## src/logic/cmd_decoder_defines.vh

```
// Constants for the command decoder of the eight-bank memory device.
// Assumes inclusion by bare name from logic/ design files.
`ifndef CMD_DECODER_DEFINES_VH
`define CMD_DECODER_DEFINES_VH
// Command codes (decoded command, 4 bits).
`define CMD_NONE 4'h0
`define CMD_ACTIVATE 4'h1
`define CMD_PRECHARGE 4'h2
`define CMD_PRECHARGE_ALL 4'h3
`define CMD_WRITE 4'h4
`define CMD_READ 4'h5
`define CMD_MODE_REG_WRITE 4'h6
`define CMD_REFRESH 4'h7
`define CMD_SELF_REFRESH_ENTRY 4'h8
`define CMD_SELF_REFRESH_EXIT 4'h9
`define CMD_POWER_DOWN_ENTRY 4'ha
`define CMD_POWER_DOWN_EXIT 4'hb
`define CMD_CAL_LONG 4'hc
`define CMD_CAL_SHORT 4'hd
`define CMD_ILLEGAL 4'he
// Power states.
`define PWR_NORMAL 2'h0
`define PWR_POWER_DOWN 2'h1
`define PWR_SELF_REFRESH 2'h2
// Address bit positions.
`define AUTO_CLOSE_BIT 10
`define BURST_CHOP_BIT 12
// Burst lengths in words.
`define FULL_EIGHT_WORDS 4'h8
`define CHOPPED_FOUR_WORDS 4'h4
// Internal clocks per core access of 8n bits.
`define CORE_CLOCKS 3'h4
// Reset values.
`define RESET_CMD 4'h0
`define RESET_BANK_OPEN 8'h00
`endif

```

## src/logic/link_edge_sync.v

```verilog
// Two-flop synchroniser with rising edge detection for the link clock.
// Assumes clk_sys is much faster than the sampled link clock.
module link_edge_sync (
	input wire clk_sys,
	input wire reset_n,
	input wire link_in,
	output reg rise_pulse
);
	reg meta_q;
	reg sync_q;
	reg prev_q;

	// First flop feeds only the second; edge found on the settled copy.
	always @(posedge clk_sys or negedge reset_n)
	begin
		if (!reset_n)
		begin
			meta_q <= 1'b0;
			sync_q <= 1'b0;
			prev_q <= 1'b0;
			rise_pulse <= 1'b0;
		end
		else
		begin
			meta_q <= link_in;
			sync_q <= meta_q;
			prev_q <= sync_q;
			rise_pulse <= sync_q & ~prev_q;
		end
	end
endmodule

```

## src/logic/ddr_cmd_decoder.v

```verilog
// Command decoder and burst framer of an eight-bank memory device.
// Assumes all pins come from outside clk_sys and are sampled at link clock rise.
// Functional notes
// - Sample strobes at link clock rising edge only.
// - Decode uses previous and current clock enable.
// - Activate opens row in selected bank.
// - Legality judged on addressed bank state.
// - Column address gives burst start column.
// - Transfers are eight or four word bursts.
// - On-the-fly chop select picks burst form.
// - Auto close select closes bank as the burst starts.
// - Write decode: cs low, ras high, cas/we low.
// - Read decode: cs low, ras high, cas low, we high.
// - Mode register write only when all idle.
// - Power-down entry from idle on enable fall.
// - Power-down exit on enable rise with nop.
// - Mask pin blocks write data when high.
// - Termination strobe option disables data mask; here it forces write_data_enable low whatever the mask pin.
// - Core moves 8n bits over four clocks.
`include "cmd_decoder_defines.vh"
module ddr_cmd_decoder #(
	parameter BANKS = 8,
	parameter BANK_BITS = 3,
	parameter ADDR_BITS = 16,
	parameter COL_BITS = 10
) (
	input wire clk_sys,
	input wire reset_n,
	input wire link_clk,
	input wire cs_n,
	input wire ras_n,
	input wire cas_n,
	input wire we_n,
	input wire clk_enable,
	input wire [BANK_BITS-1:0] bank_select,
	input wire [ADDR_BITS-1:0] addr,
	input wire write_byte_mask,
	input wire on_the_fly_enable,
	input wire fixed_chop,
	input wire termination_strobe_enable,
	output reg [3:0] cmd_code,
	output reg cmd_valid,
	output reg cmd_illegal,
	output reg [BANK_BITS-1:0] cmd_bank,
	output reg [ADDR_BITS-1:0] row_addr,
	output reg [COL_BITS-1:0] start_col,
	output reg [3:0] burst_words,
	output reg auto_close,
	output reg [BANKS-1:0] bank_open,
	output reg [1:0] power_state,
	output reg [15:0] mode_opcode,
	output reg mode_opcode_valid,
	output reg cal_long,
	output reg write_data_enable,
	output reg termination_strobe,
	output reg [2:0] core_phase,
	output reg burst_active
);
	// ************************************************************
	// Pin synchronisers
	// ************************************************************
	wire link_rise;
	reg [23+ADDR_BITS+BANK_BITS:0] pin_meta_q;
	reg [23+ADDR_BITS+BANK_BITS:0] pin_sync_q;
	wire [23+ADDR_BITS+BANK_BITS:0] pin_raw;
	reg cke_prev_q;
	reg [2:0] burst_left_q;

	// The link clock is found by edge detection in the system domain.
	link_edge_sync u_link_sync (
		.clk_sys(clk_sys),
		.reset_n(reset_n),
		.link_in(link_clk),
		.rise_pulse(link_rise)
	);

	assign pin_raw = {15'h0000, on_the_fly_enable, fixed_chop, termination_strobe_enable,
		write_byte_mask, clk_enable, cs_n, ras_n, cas_n, we_n, bank_select, addr};

	// Every pin passes two flops; the edge pulse lags three cycles, one more than the pins.
	always @(posedge clk_sys or negedge reset_n)
	begin
		if (!reset_n)
		begin
			pin_meta_q <= {(24+ADDR_BITS+BANK_BITS){1'b0}};
			pin_sync_q <= {(24+ADDR_BITS+BANK_BITS){1'b0}};
		end
		else
		begin
			pin_meta_q <= pin_raw;
			pin_sync_q <= pin_meta_q;
		end
	end

	wire [ADDR_BITS-1:0] s_addr = pin_sync_q[ADDR_BITS-1:0];
	wire [BANK_BITS-1:0] s_bank = pin_sync_q[ADDR_BITS+BANK_BITS-1:ADDR_BITS];
	wire s_we_n = pin_sync_q[ADDR_BITS+BANK_BITS];
	wire s_cas_n = pin_sync_q[ADDR_BITS+BANK_BITS+1];
	wire s_ras_n = pin_sync_q[ADDR_BITS+BANK_BITS+2];
	wire s_cs_n = pin_sync_q[ADDR_BITS+BANK_BITS+3];
	wire s_cke = pin_sync_q[ADDR_BITS+BANK_BITS+4];
	wire s_mask = pin_sync_q[ADDR_BITS+BANK_BITS+5];
	wire s_termination_strobe_en = pin_sync_q[ADDR_BITS+BANK_BITS+6];
	wire s_fixed_chop = pin_sync_q[ADDR_BITS+BANK_BITS+7];
	wire s_otf_en = pin_sync_q[ADDR_BITS+BANK_BITS+8];

	// ************************************************************
	// Command decode
	// ************************************************************
	reg [3:0] cmd_d;
	reg all_idle;
	reg nop_or_desel;
	reg sel_open;

	// Strobe pattern plus both enable levels form the command.
	always @*
	begin
		all_idle = (bank_open == {BANKS{1'b0}});
		sel_open = bank_open[s_bank];
		nop_or_desel = s_cs_n | (s_ras_n & s_cas_n & s_we_n);
		cmd_d = `CMD_NONE;
		if (power_state != `PWR_NORMAL)
		begin
			// Only a rising enable with nop or deselect leaves low power.
			if (!cke_prev_q && s_cke && nop_or_desel)
				cmd_d = (power_state == `PWR_SELF_REFRESH) ? `CMD_SELF_REFRESH_EXIT
					: `CMD_POWER_DOWN_EXIT;
		end
		else if (cke_prev_q && !s_cke)
		begin
			if (nop_or_desel)
				cmd_d = all_idle ? `CMD_POWER_DOWN_ENTRY : `CMD_ILLEGAL;
			else if (!s_ras_n && !s_cas_n && s_we_n && all_idle)
				cmd_d = `CMD_SELF_REFRESH_ENTRY;
			else
				cmd_d = `CMD_ILLEGAL;
		end
		else if (cke_prev_q && s_cke && !s_cs_n)
		begin
			case ({s_ras_n, s_cas_n, s_we_n})
				3'h3: cmd_d = sel_open ? `CMD_ILLEGAL : `CMD_ACTIVATE;
				3'h2: cmd_d = s_addr[`AUTO_CLOSE_BIT] ? `CMD_PRECHARGE_ALL
					: `CMD_PRECHARGE;
				3'h4: cmd_d = sel_open ? `CMD_WRITE : `CMD_ILLEGAL;
				3'h5: cmd_d = sel_open ? `CMD_READ : `CMD_ILLEGAL;
				3'h0: cmd_d = all_idle ? `CMD_MODE_REG_WRITE : `CMD_ILLEGAL;
				3'h1: cmd_d = all_idle ? `CMD_REFRESH : `CMD_ILLEGAL;
				3'h6: cmd_d = !all_idle ? `CMD_ILLEGAL
					: (s_addr[`AUTO_CLOSE_BIT] ? `CMD_CAL_LONG : `CMD_CAL_SHORT);
				default: cmd_d = `CMD_NONE;
			endcase
		end
	end

	// ************************************************************
	// State update at each sampled link clock rise
	// ************************************************************
	// Registers other than the two valid pulses act only on the link rise pulse, so pins are seen once per edge.
	always @(posedge clk_sys or negedge reset_n)
	begin
		if (!reset_n)
		begin
			cke_prev_q <= 1'b0;
			cmd_code <= `RESET_CMD;
			cmd_valid <= 1'b0;
			cmd_illegal <= 1'b0;
			cmd_bank <= {BANK_BITS{1'b0}};
			row_addr <= {ADDR_BITS{1'b0}};
			start_col <= {COL_BITS{1'b0}};
			burst_words <= `FULL_EIGHT_WORDS;
			auto_close <= 1'b0;
			bank_open <= `RESET_BANK_OPEN;
			power_state <= `PWR_NORMAL;
			mode_opcode <= 16'h0000;
			mode_opcode_valid <= 1'b0;
			cal_long <= 1'b0;
			write_data_enable <= 1'b0;
			termination_strobe <= 1'b0;
			core_phase <= 3'h0;
			burst_active <= 1'b0;
			burst_left_q <= 3'h0;
		end
		else
		begin
			cmd_valid <= 1'b0;
			mode_opcode_valid <= 1'b0;
			if (link_rise)
			begin
				cke_prev_q <= s_cke;
				cmd_code <= cmd_d;
				cmd_valid <= (cmd_d != `CMD_NONE);
				cmd_illegal <= (cmd_d == `CMD_ILLEGAL);
				cmd_bank <= s_bank;
				// Mask pin serves as termination strobe when enabled.
				termination_strobe <= s_termination_strobe_en & s_mask;
				write_data_enable <= !s_termination_strobe_en && cke_prev_q && !all_idle
					&& !s_mask;
				// Core moves the 8n prefetch over four internal clocks.
				if (burst_left_q != 3'h0)
				begin
					burst_left_q <= burst_left_q - 3'h1;
					core_phase <= core_phase + 3'h1;
				end
				else
				begin
					burst_active <= 1'b0;
					core_phase <= 3'h0;
				end
				case (cmd_d)
					`CMD_ACTIVATE:
					begin
						bank_open[s_bank] <= 1'b1;
						row_addr <= s_addr;
					end
					`CMD_PRECHARGE: bank_open[s_bank] <= 1'b0;
					`CMD_PRECHARGE_ALL: bank_open <= {BANKS{1'b0}};
					`CMD_WRITE, `CMD_READ:
					begin
						start_col <= s_addr[COL_BITS-1:0];
						auto_close <= s_addr[`AUTO_CLOSE_BIT];
						if (s_otf_en)
							burst_words <= s_addr[`BURST_CHOP_BIT] ? `FULL_EIGHT_WORDS
								: `CHOPPED_FOUR_WORDS;
						else
							burst_words <= s_fixed_chop ? `CHOPPED_FOUR_WORDS
								: `FULL_EIGHT_WORDS;
						burst_active <= 1'b1;
						core_phase <= 3'h0;
						burst_left_q <= `CORE_CLOCKS - 3'h1;
						// Auto close shuts the bank once the burst is framed.
						if (s_addr[`AUTO_CLOSE_BIT])
							bank_open[s_bank] <= 1'b0;
					end
					`CMD_MODE_REG_WRITE:
					begin
						mode_opcode <= s_addr;
						mode_opcode_valid <= 1'b1;
					end
					`CMD_CAL_LONG: cal_long <= 1'b1;
					`CMD_CAL_SHORT: cal_long <= 1'b0;
					`CMD_POWER_DOWN_ENTRY: power_state <= `PWR_POWER_DOWN;
					`CMD_SELF_REFRESH_ENTRY: power_state <= `PWR_SELF_REFRESH;
					`CMD_POWER_DOWN_EXIT, `CMD_SELF_REFRESH_EXIT:
						power_state <= `PWR_NORMAL;
					default: cal_long <= cal_long;
				endcase
			end
		end
	end
endmodule

```

## config.mk

```make
export PLATFORM = sky130hd
export DESIGN_NAME = ddr_cmd_decoder
export DESIGN_NICKNAME = d
export VERILOG_FILES = /design/src/logic/link_edge_sync.v /design/src/logic/ddr_cmd_decoder.v
export VERILOG_INCLUDE_DIRS = /design/src /design/src/logic
export SDC_FILE = /design/constraint.sdc
export NUM_CORES = 1
export LEC_CHECK = 0
export ABC_CLOCK_PERIOD_IN_PS = 7930
export BUFFER_PORTS_ARGS = -buffer_cell sky130_fd_sc_hd__buf_4
export CAP_MARGIN = 20
export CORE_MARGIN = 1
export CORE_UTILIZATION = 41
export DETAILED_ROUTE_END_ITERATION = 10
export PLACE_DENSITY = 0.67
export SLEW_MARGIN = 10
export SYNTH_ARGS = -nofsm -noshare
export SYNTH_HDL_FRONTEND = slang
export SYNTH_HIERARCHICAL = 1
export SYNTH_SLANG_ARGS = --single-unit
```

## constraint.sdc

```tcl
create_clock -name clk_sys -period 7.93 [get_ports clk_sys]
set_input_delay 0.793 -clock clk_sys [delete_from_list [all_inputs] [get_ports clk_sys]]
set_output_delay 0.793 -clock clk_sys [all_outputs]
set_load 0.02 [all_outputs]
```

# Word-level counts from Yosys, hierarchy flattened
# Index checks and enable logic that the tools add are counted.
dict set report word_totals {
  ff_bits 138
  output_inout_bits 74
  elab_cells 136
  inputBits 31
}
dict set report op_classes {
  magnitude_cmp 2
  n_eq_ne 22
  bitwise 9
  n_reduce_logical 39
  mux 37
  addsub 2
}
# op n
set ops {}
lappend ops {{2-to-1 mux 4 bit} 12}
lappend ops {{one-hot mux 8 bit (4 select lines)} 1}
lappend ops {{equality test 4 bit, second input constant} 7}
lappend ops {{one-hot mux 4 bit (7 select lines)} 1}
lappend ops {{2-to-1 mux 3 bit} 7}
lappend ops {{AND reduction 2 bit} 7}
lappend ops {{equality test 4 x 3 -> 1 bit, second input constant} 3}
lappend ops {{logical AND 1 bit} 12}
lappend ops {{equality test 3 bit, second input constant} 3}
lappend ops {{2-to-1 mux 1 bit} 9}
lappend ops {{bitwise AND 8 bit} 1}
lappend ops {{equality test 4 x 2 -> 1 bit, second input constant} 2}
lappend ops {{zero test 1 bit} 8}
lappend ops {{zero test 8 bit} 1}
lappend ops {{2-to-1 mux 8 bit} 1}
lappend ops {{NOT 8 bit} 1}
lappend ops {{OR 8 bit} 1}
lappend ops {{nonzero test 4 bit} 2}
lappend ops {{equality test 3 x 2 -> 1 bit, second input constant} 2}
lappend ops {{one-hot mux 2 bit (3 select lines)} 1}
lappend ops {{nonzero test 2 bit} 3}
lappend ops {{nonzero test 3 bit} 2}
lappend ops {{bitwise AND 1 bit} 4}
lappend ops {{equality test 4 x 1 -> 1 bit, second input constant} 1}
lappend ops {{other kinds (17)} 19}

# Longest topological paths before layout
dict set report logic_depth {
  word_depth 12
  mapped_depth 11
  mapped_depth_nobuf 8
}

# Hierarchy
# Netlist, hierarchy kept.
# mod cells_each area_per_inst_um2 seq_area_each_um2 n_inst
set modules_own_cells {}
lappend modules_own_cells {ddr_cmd_decoder 362 5147.4 3304.4 1}
lappend modules_own_cells {link_edge_sync 5 113.9 100.1 1}

# Worst setup path before layout
# OpenSTA, ideal clock, no wires.
dict set report synth_path {
  path_type {flip-flop to flip-flop}
  start {register bank_open[4]}
  end {register row_addr[10]}
  required_ns 7.805
  n_path_buf 2
  period_less_slack_ns 2.829
  path_stages_with_launch 11
  t_arrival_ns 2.704
  slack_ns 5.101
  setup_ns 0.125
  cell_sequence {dfrtp_1 -> nor4_1 -> o211ai_1 -> and3_1 -> a211o_2 -> a21oi_4 -> and3_1 -> and3_1 -> buf_6 -> buf_12 -> mux2_4}
}
dict set report synth_via {
  elab_chain_cells 9
  elab_cells_between_ends 19
  cone_classes {1 x eq/ne; 15 x mux; 3 x reduce/logical}
}
# element line
set synth_lines {}
lappend synth_lines {{start, declared} ddr_cmd_decoder.v:49} ;# output reg [BANKS-1:0] bank_open,
lappend synth_lines {{start signal, assigned} ddr_cmd_decoder.v:172} ;# bank_open <= `RESET_BANK_OPEN;
lappend synth_lines {{start signal, assigned} ddr_cmd_decoder.v:216} ;# `CMD_PRECHARGE_ALL: bank_open <= {BANKS{1'b0}};
lappend synth_lines {{binary-select mux 1 bit (select 3 bit)} ddr_cmd_decoder.v:119} ;# sel_open = bank_open[s_bank];
lappend synth_lines {{2-to-1 mux 1 bit (not written as such)} ddr_cmd_decoder.v:119}
lappend synth_lines {{2-to-1 mux 4 bit (no line)} -}
lappend synth_lines {{one-hot mux 4 bit (7 select lines)} ddr_cmd_decoder.v:140} ;# case ({s_ras_n, s_cas_n, s_we_n})
lappend synth_lines {{2-to-1 mux 4 bit} ddr_cmd_decoder.v:138} ;# else if (cke_prev_q && s_cke && !s_cs_n)
lappend synth_lines {{2-to-1 mux 4 bit *} ddr_cmd_decoder.v:129} ;# else if (cke_prev_q && !s_cke)
lappend synth_lines {{2-to-1 mux 4 bit *} ddr_cmd_decoder.v:122} ;# if (power_state != `PWR_NORMAL)
lappend synth_lines {{equality test 4 x 1 -> 1 bit *} ddr_cmd_decoder.v:209} ;# case (cmd_d)
lappend synth_lines {{AND reduction 2 bit (no line) *} -}
lappend synth_lines {{end signal, assigned} ddr_cmd_decoder.v:168} ;# row_addr <= {ADDR_BITS{1'b0}};
lappend synth_lines {{end signal, assigned} ddr_cmd_decoder.v:213} ;# row_addr <= s_addr;
lappend synth_lines {{end, declared} ddr_cmd_decoder.v:45} ;# output reg [ADDR_BITS-1:0] row_addr,
# Every way passes the cells marked *; elsewhere a longest branch is shown, timed or not. The select of a mux whose other input is x is not followed.
# A chain may end at the register's enable or synchronous reset.

# Worst setup path in the final report
dict set report layout_path {
  start {register pin_sync_q[16]}
  end {register row_addr[0]}
}
dict set report layout_via {
  elab_chain_cells 9
  elab_cells_between_ends 11
  cone_classes {1 x eq/ne; 9 x mux; 1 x reduce/logical}
}
# element line
set layout_lines {}
lappend layout_lines {{start, declared} ddr_cmd_decoder.v:64} ;# reg [23+ADDR_BITS+BANK_BITS:0] pin_sync_q;
lappend layout_lines {{start signal, assigned} ddr_cmd_decoder.v:86} ;# pin_sync_q <= {(24+ADDR_BITS+BANK_BITS){1'b0}};
lappend layout_lines {{start signal, assigned} ddr_cmd_decoder.v:91} ;# pin_sync_q <= pin_meta_q;
lappend layout_lines {{binary-select mux 1 bit (select 3 bit) *} ddr_cmd_decoder.v:119}
lappend layout_lines {{2-to-1 mux 1 bit (not written as such) *} ddr_cmd_decoder.v:119}
lappend layout_lines {{2-to-1 mux 4 bit (no line)} -}
lappend layout_lines {{one-hot mux 4 bit (7 select lines) *} ddr_cmd_decoder.v:140}
lappend layout_lines {{2-to-1 mux 4 bit *} ddr_cmd_decoder.v:138}
lappend layout_lines {{2-to-1 mux 4 bit *} ddr_cmd_decoder.v:129}
lappend layout_lines {{2-to-1 mux 4 bit *} ddr_cmd_decoder.v:122}
lappend layout_lines {{equality test 4 x 1 -> 1 bit *} ddr_cmd_decoder.v:209}
lappend layout_lines {{AND reduction 2 bit (no line) *} -}
# Marks and branches as above.

==> results.md <==
- Share of post-route cells with drive strength above 1: 0.433
- EDFF count, synth: 0
- Starting density of the core: 0.419
- Worst Skew: 0.00504 ns
- Design Area, Final: 6710 um^2
- Combinational fraction of design power: 0.304
- Crit path kind: register to register
- Synth Warn #: 6
- Crit Path Max Fanout: 16
- Resized Gates After CTS: 0
- Busiest grt layer: met2
- Count of cell types in the netlist: 66
- Clock network fraction of total power: 0.304
- H-tree Lvls: 4
- GR met1 Demand/Resource: 0.206
- RSZ-0062 raised after global routing: false
- FFs w/ async S/R, synth: 1.00
- Antenna violations before repair: 0
- Drt initial violations: between 100 and 150
- Clock transition at path regs: 0.05 ns
- Syn_area_per_cell: 14.3 um^2
- Reg2reg setup slack: 4.01 ns
- Sequential-to-total area share from yosys stat: 0.647
- Drt via density: 4.93
- Placed inst area: 6140 um^2
- Die area: 13300 um^2
- Worst VDD drop: 0.204 mV
- CP arrival: ~4.2 ns
- Area occupied by multi-input gates: 1700 um^2
- Chip height: 115 um
- DRT antenna net count: 0
- Max Cap Viol: 0
- Crit path required time: 8.21 ns
- Root Buffer: clkbuf_16
- First-pass GRT wire length: 16800 um
- Post-CTS Hold Fix Bufs: 0
- CTS Buffer Depth: 2
- Via count: ~3300
- Clk Latency, worst-skew pair: roughly 0.40 ns
- Top_reg_cell synth: dfrtp_1
- Largest area contributor in the netlist: dfrtp_1
- Worst Hold Class: register to register
- Slew Limit Fails: 0
- Post-layout min period: 3.92 ns
- Post-synthesis instance total: 367
- Switch share: 0.316
- Sequential cell area: between 3000 and 4000 um^2
- Hold Violations, Final: 0
- Outcome: finished, final reports clean
- Synth area leaders: dfrtp_1 (64%), mux2_2 (7.1%), mux2_4 (5.7%)
- Crit end category: register
- Worst R2R End: row_addr[0]$_DFFE_PN0P_
- Hold Crit Depth: 0
- Slew margin rel.: 0.328
- Sequential share of power: 0.392
- GP Congestion: 0.825
- Yosys reg bits: 136
- Global route overflow: 0
- HPWL Detailed: 7030 um
- Crit share post-route: 0.494
- Final setup viols: 0
- N_diodes: 0
- WL final: 10400 um
- Area Growth Syn to Fin: 27.6%
- Top Ports: 105
- Leakage: 3.15 nW
- Final TNS setup: 0 ns
- Row count: 41
- Worst Max-Slew Pin Slew: 1.01 ns
- PortBufs: 102
- Pwr/cell area: 372 nW/um^2
- Reg2Reg Depth: 8
- Drt pass-1 iters: 4
- GRT Total Usage: 0.170
- DIE WIDTH: 115 um
- Cell Area, Synth: 5260 um^2
- Final nets: 511
- Fillers: 1086
- Synth cell count leaders: dfrtp_1 (135), mux2_2 (33), mux2_4 (20), nor2_1 (20), o21ai_0 (18)
- Core Area: 12600 um^2
- Hold Path Origin: pin_meta_q[19]$_DFF_PN0_
- Crit Reg-Reg Startpoint: pin_sync_q[16]$_DFF_PN0_
- Most common cell in the netlist: dfrtp_1
- Vias in the first global route: 3250
- Grt met3 use: 0.0659
- Fmax: 0.255 GHz
- Post-CTS setup buffers: 0
- Top cell type's share of synthesized area: 0.642
- Sw Pwr: 0.789 mW
- Inserted Clock Buffers: 17
- # DRC: 0
- Mean routed wirelength per cell: 15.8 um
- GRT met2 Usage: 0.275
- Hold Path Sink: pin_sync_q[19]$_DFF_PN0_
- Largest net degree at the start of global routing: 75
- Type of origin of the critical path: register
- Clock sink count: 136
- CTS tree: done
- Cell-internal power: 1.71 mW
kinds of logic (layout without fill, tap and decap cells):
| kind of cell | Yosys count | after routing | synth area share |
|---|---|---|---|
| flip-flops | 136 | 136 | 0.647 |
| AND/OR/NAND/NOR | 82 | 82 | 0.0892 |
| AO/OA/AOI/OAI | 67 | 67 | 0.0925 |
| multiplexers | 55 | 55 | 0.132 |
| buffers and inverters | 22 | 144 | 0.0302 |
| adder cells (fa/ha/maj) | 3 | 3 | 0.00714 |
| other | 1 | 2 | 0.000713 |
| XOR/XNOR | 1 | 1 | 0.00166 |
worst max path at each step:
stage | start | endpoint | slack, ns | depth (start not counted)
2_1_floorplan | bank_open[4]$_DFFE_PN0P_ | row_addr[10]$_DFFE_PN0P_ | 5.10 | 10
3_3_place_gp | pin_sync_q[16]$_DFF_PN0_ | row_addr[2]$_DFFE_PN0P_ | 4.22 | 8
3_5_place_dp | pin_sync_q[16]$_DFF_PN0_ | row_addr[4]$_DFFE_PN0P_ | 4.03 | 8
4_1_cts | pin_sync_q[16]$_DFF_PN0_ | row_addr[0]$_DFFE_PN0P_ | 3.99 | 8
5_1_grt | pin_sync_q[16]$_DFF_PN0_ | row_addr[0]$_DFFE_PN0P_ | 3.81 | 8
6_report | pin_sync_q[16]$_DFF_PN0_ | row_addr[0]$_DFFE_PN0P_ | 4.01 | 8
layer usage:
metal  vias to the layer above  share of wire
met4                         0          0.015
met1                      1642           0.43
met3                        17          0.065
met2                        85           0.49
li1                       1517              -
met5                         -              0
cell type report:
cell class,instances,area share
Clock buffer,24,0.0718
Multi-Input combinational cell,210,0.253
Clock inverter,8,0.0142
Tap cell,172,0.0321
Inverter,8,0.00447
Timing Repair Buffer,104,0.117
Sequential cell,136,0.507
state kept, by name, summed over array words and instances (netlist names), 2 cells and up:
name and flops:
burst_words 2, pin_meta_q 28, row_addr 16, cmd_code 4, pin_sync_q 28, burst_left_q 3, power_state 2, start_col 10
mode_opcode 16, core_phase 3, cmd_bank 3, bank_open 8
power by group through the flow:
stage	Sequential, mW	Clock (mW)	Combinational (mW)
floorplan	1.13	0	0.297
global placement	0.985	0	0.752
detailed placement	0.989	0	0.767
CTS	0.985	0.778	0.769
global route	1.00	0.812	0.815
finish	0.981	0.761	0.759
layout by cell type, fill, tap and decap left out, types with 3 or more instances in the layout:
cell type	instances
a22oi_1	8
nand3_1	4
clkbuf_1	4
and3_2	5
and3_1	5
clkinv_2	4
nor4_1	4
mux2_2	33
mux2_4	20
buf_4	103
o21ai_0	18
nor2b_1	4
ha_1	3
clkbuf_16	17
inv_1	8
dfrtp_1	135
nor2_1	20
nand2_1	16
clkbuf_8	3
a21oi_1	11
nor3_1	3
o31ai_1	4
worst max-delay path, cell delays in order, from the launching register on:
cell and delay, ns:
dfrtp_1 0.59, mux2_2 0.39, o22ai_2 0.30, or3_1 0.20, a32oi_2 0.07, o31ai_2 0.72, and3_1 0.27, and3_1 0.83
mux2_2 0.43
stage by stage:
stage / setup WS [ns] / utilization / instances / power (mW) / hold slack, ns
after floorplan: 5.10 / - / 368 / 1.43 / 0.331
after global placement: 4.22 / 0.488 / 630 / 1.74 / 0.332
after detailed placement: 4.03 / 0.488 / 630 / 1.76 / 0.335
after CTS: 3.99 / 0.534 / 662 / 2.53 / 0.343
after global routing: 3.81 / 0.534 / 662 / 2.63 / 0.350
final: 4.01 / 0.534 / 662 / 2.50 / 0.342
Power figures use the tool's default switching activity.
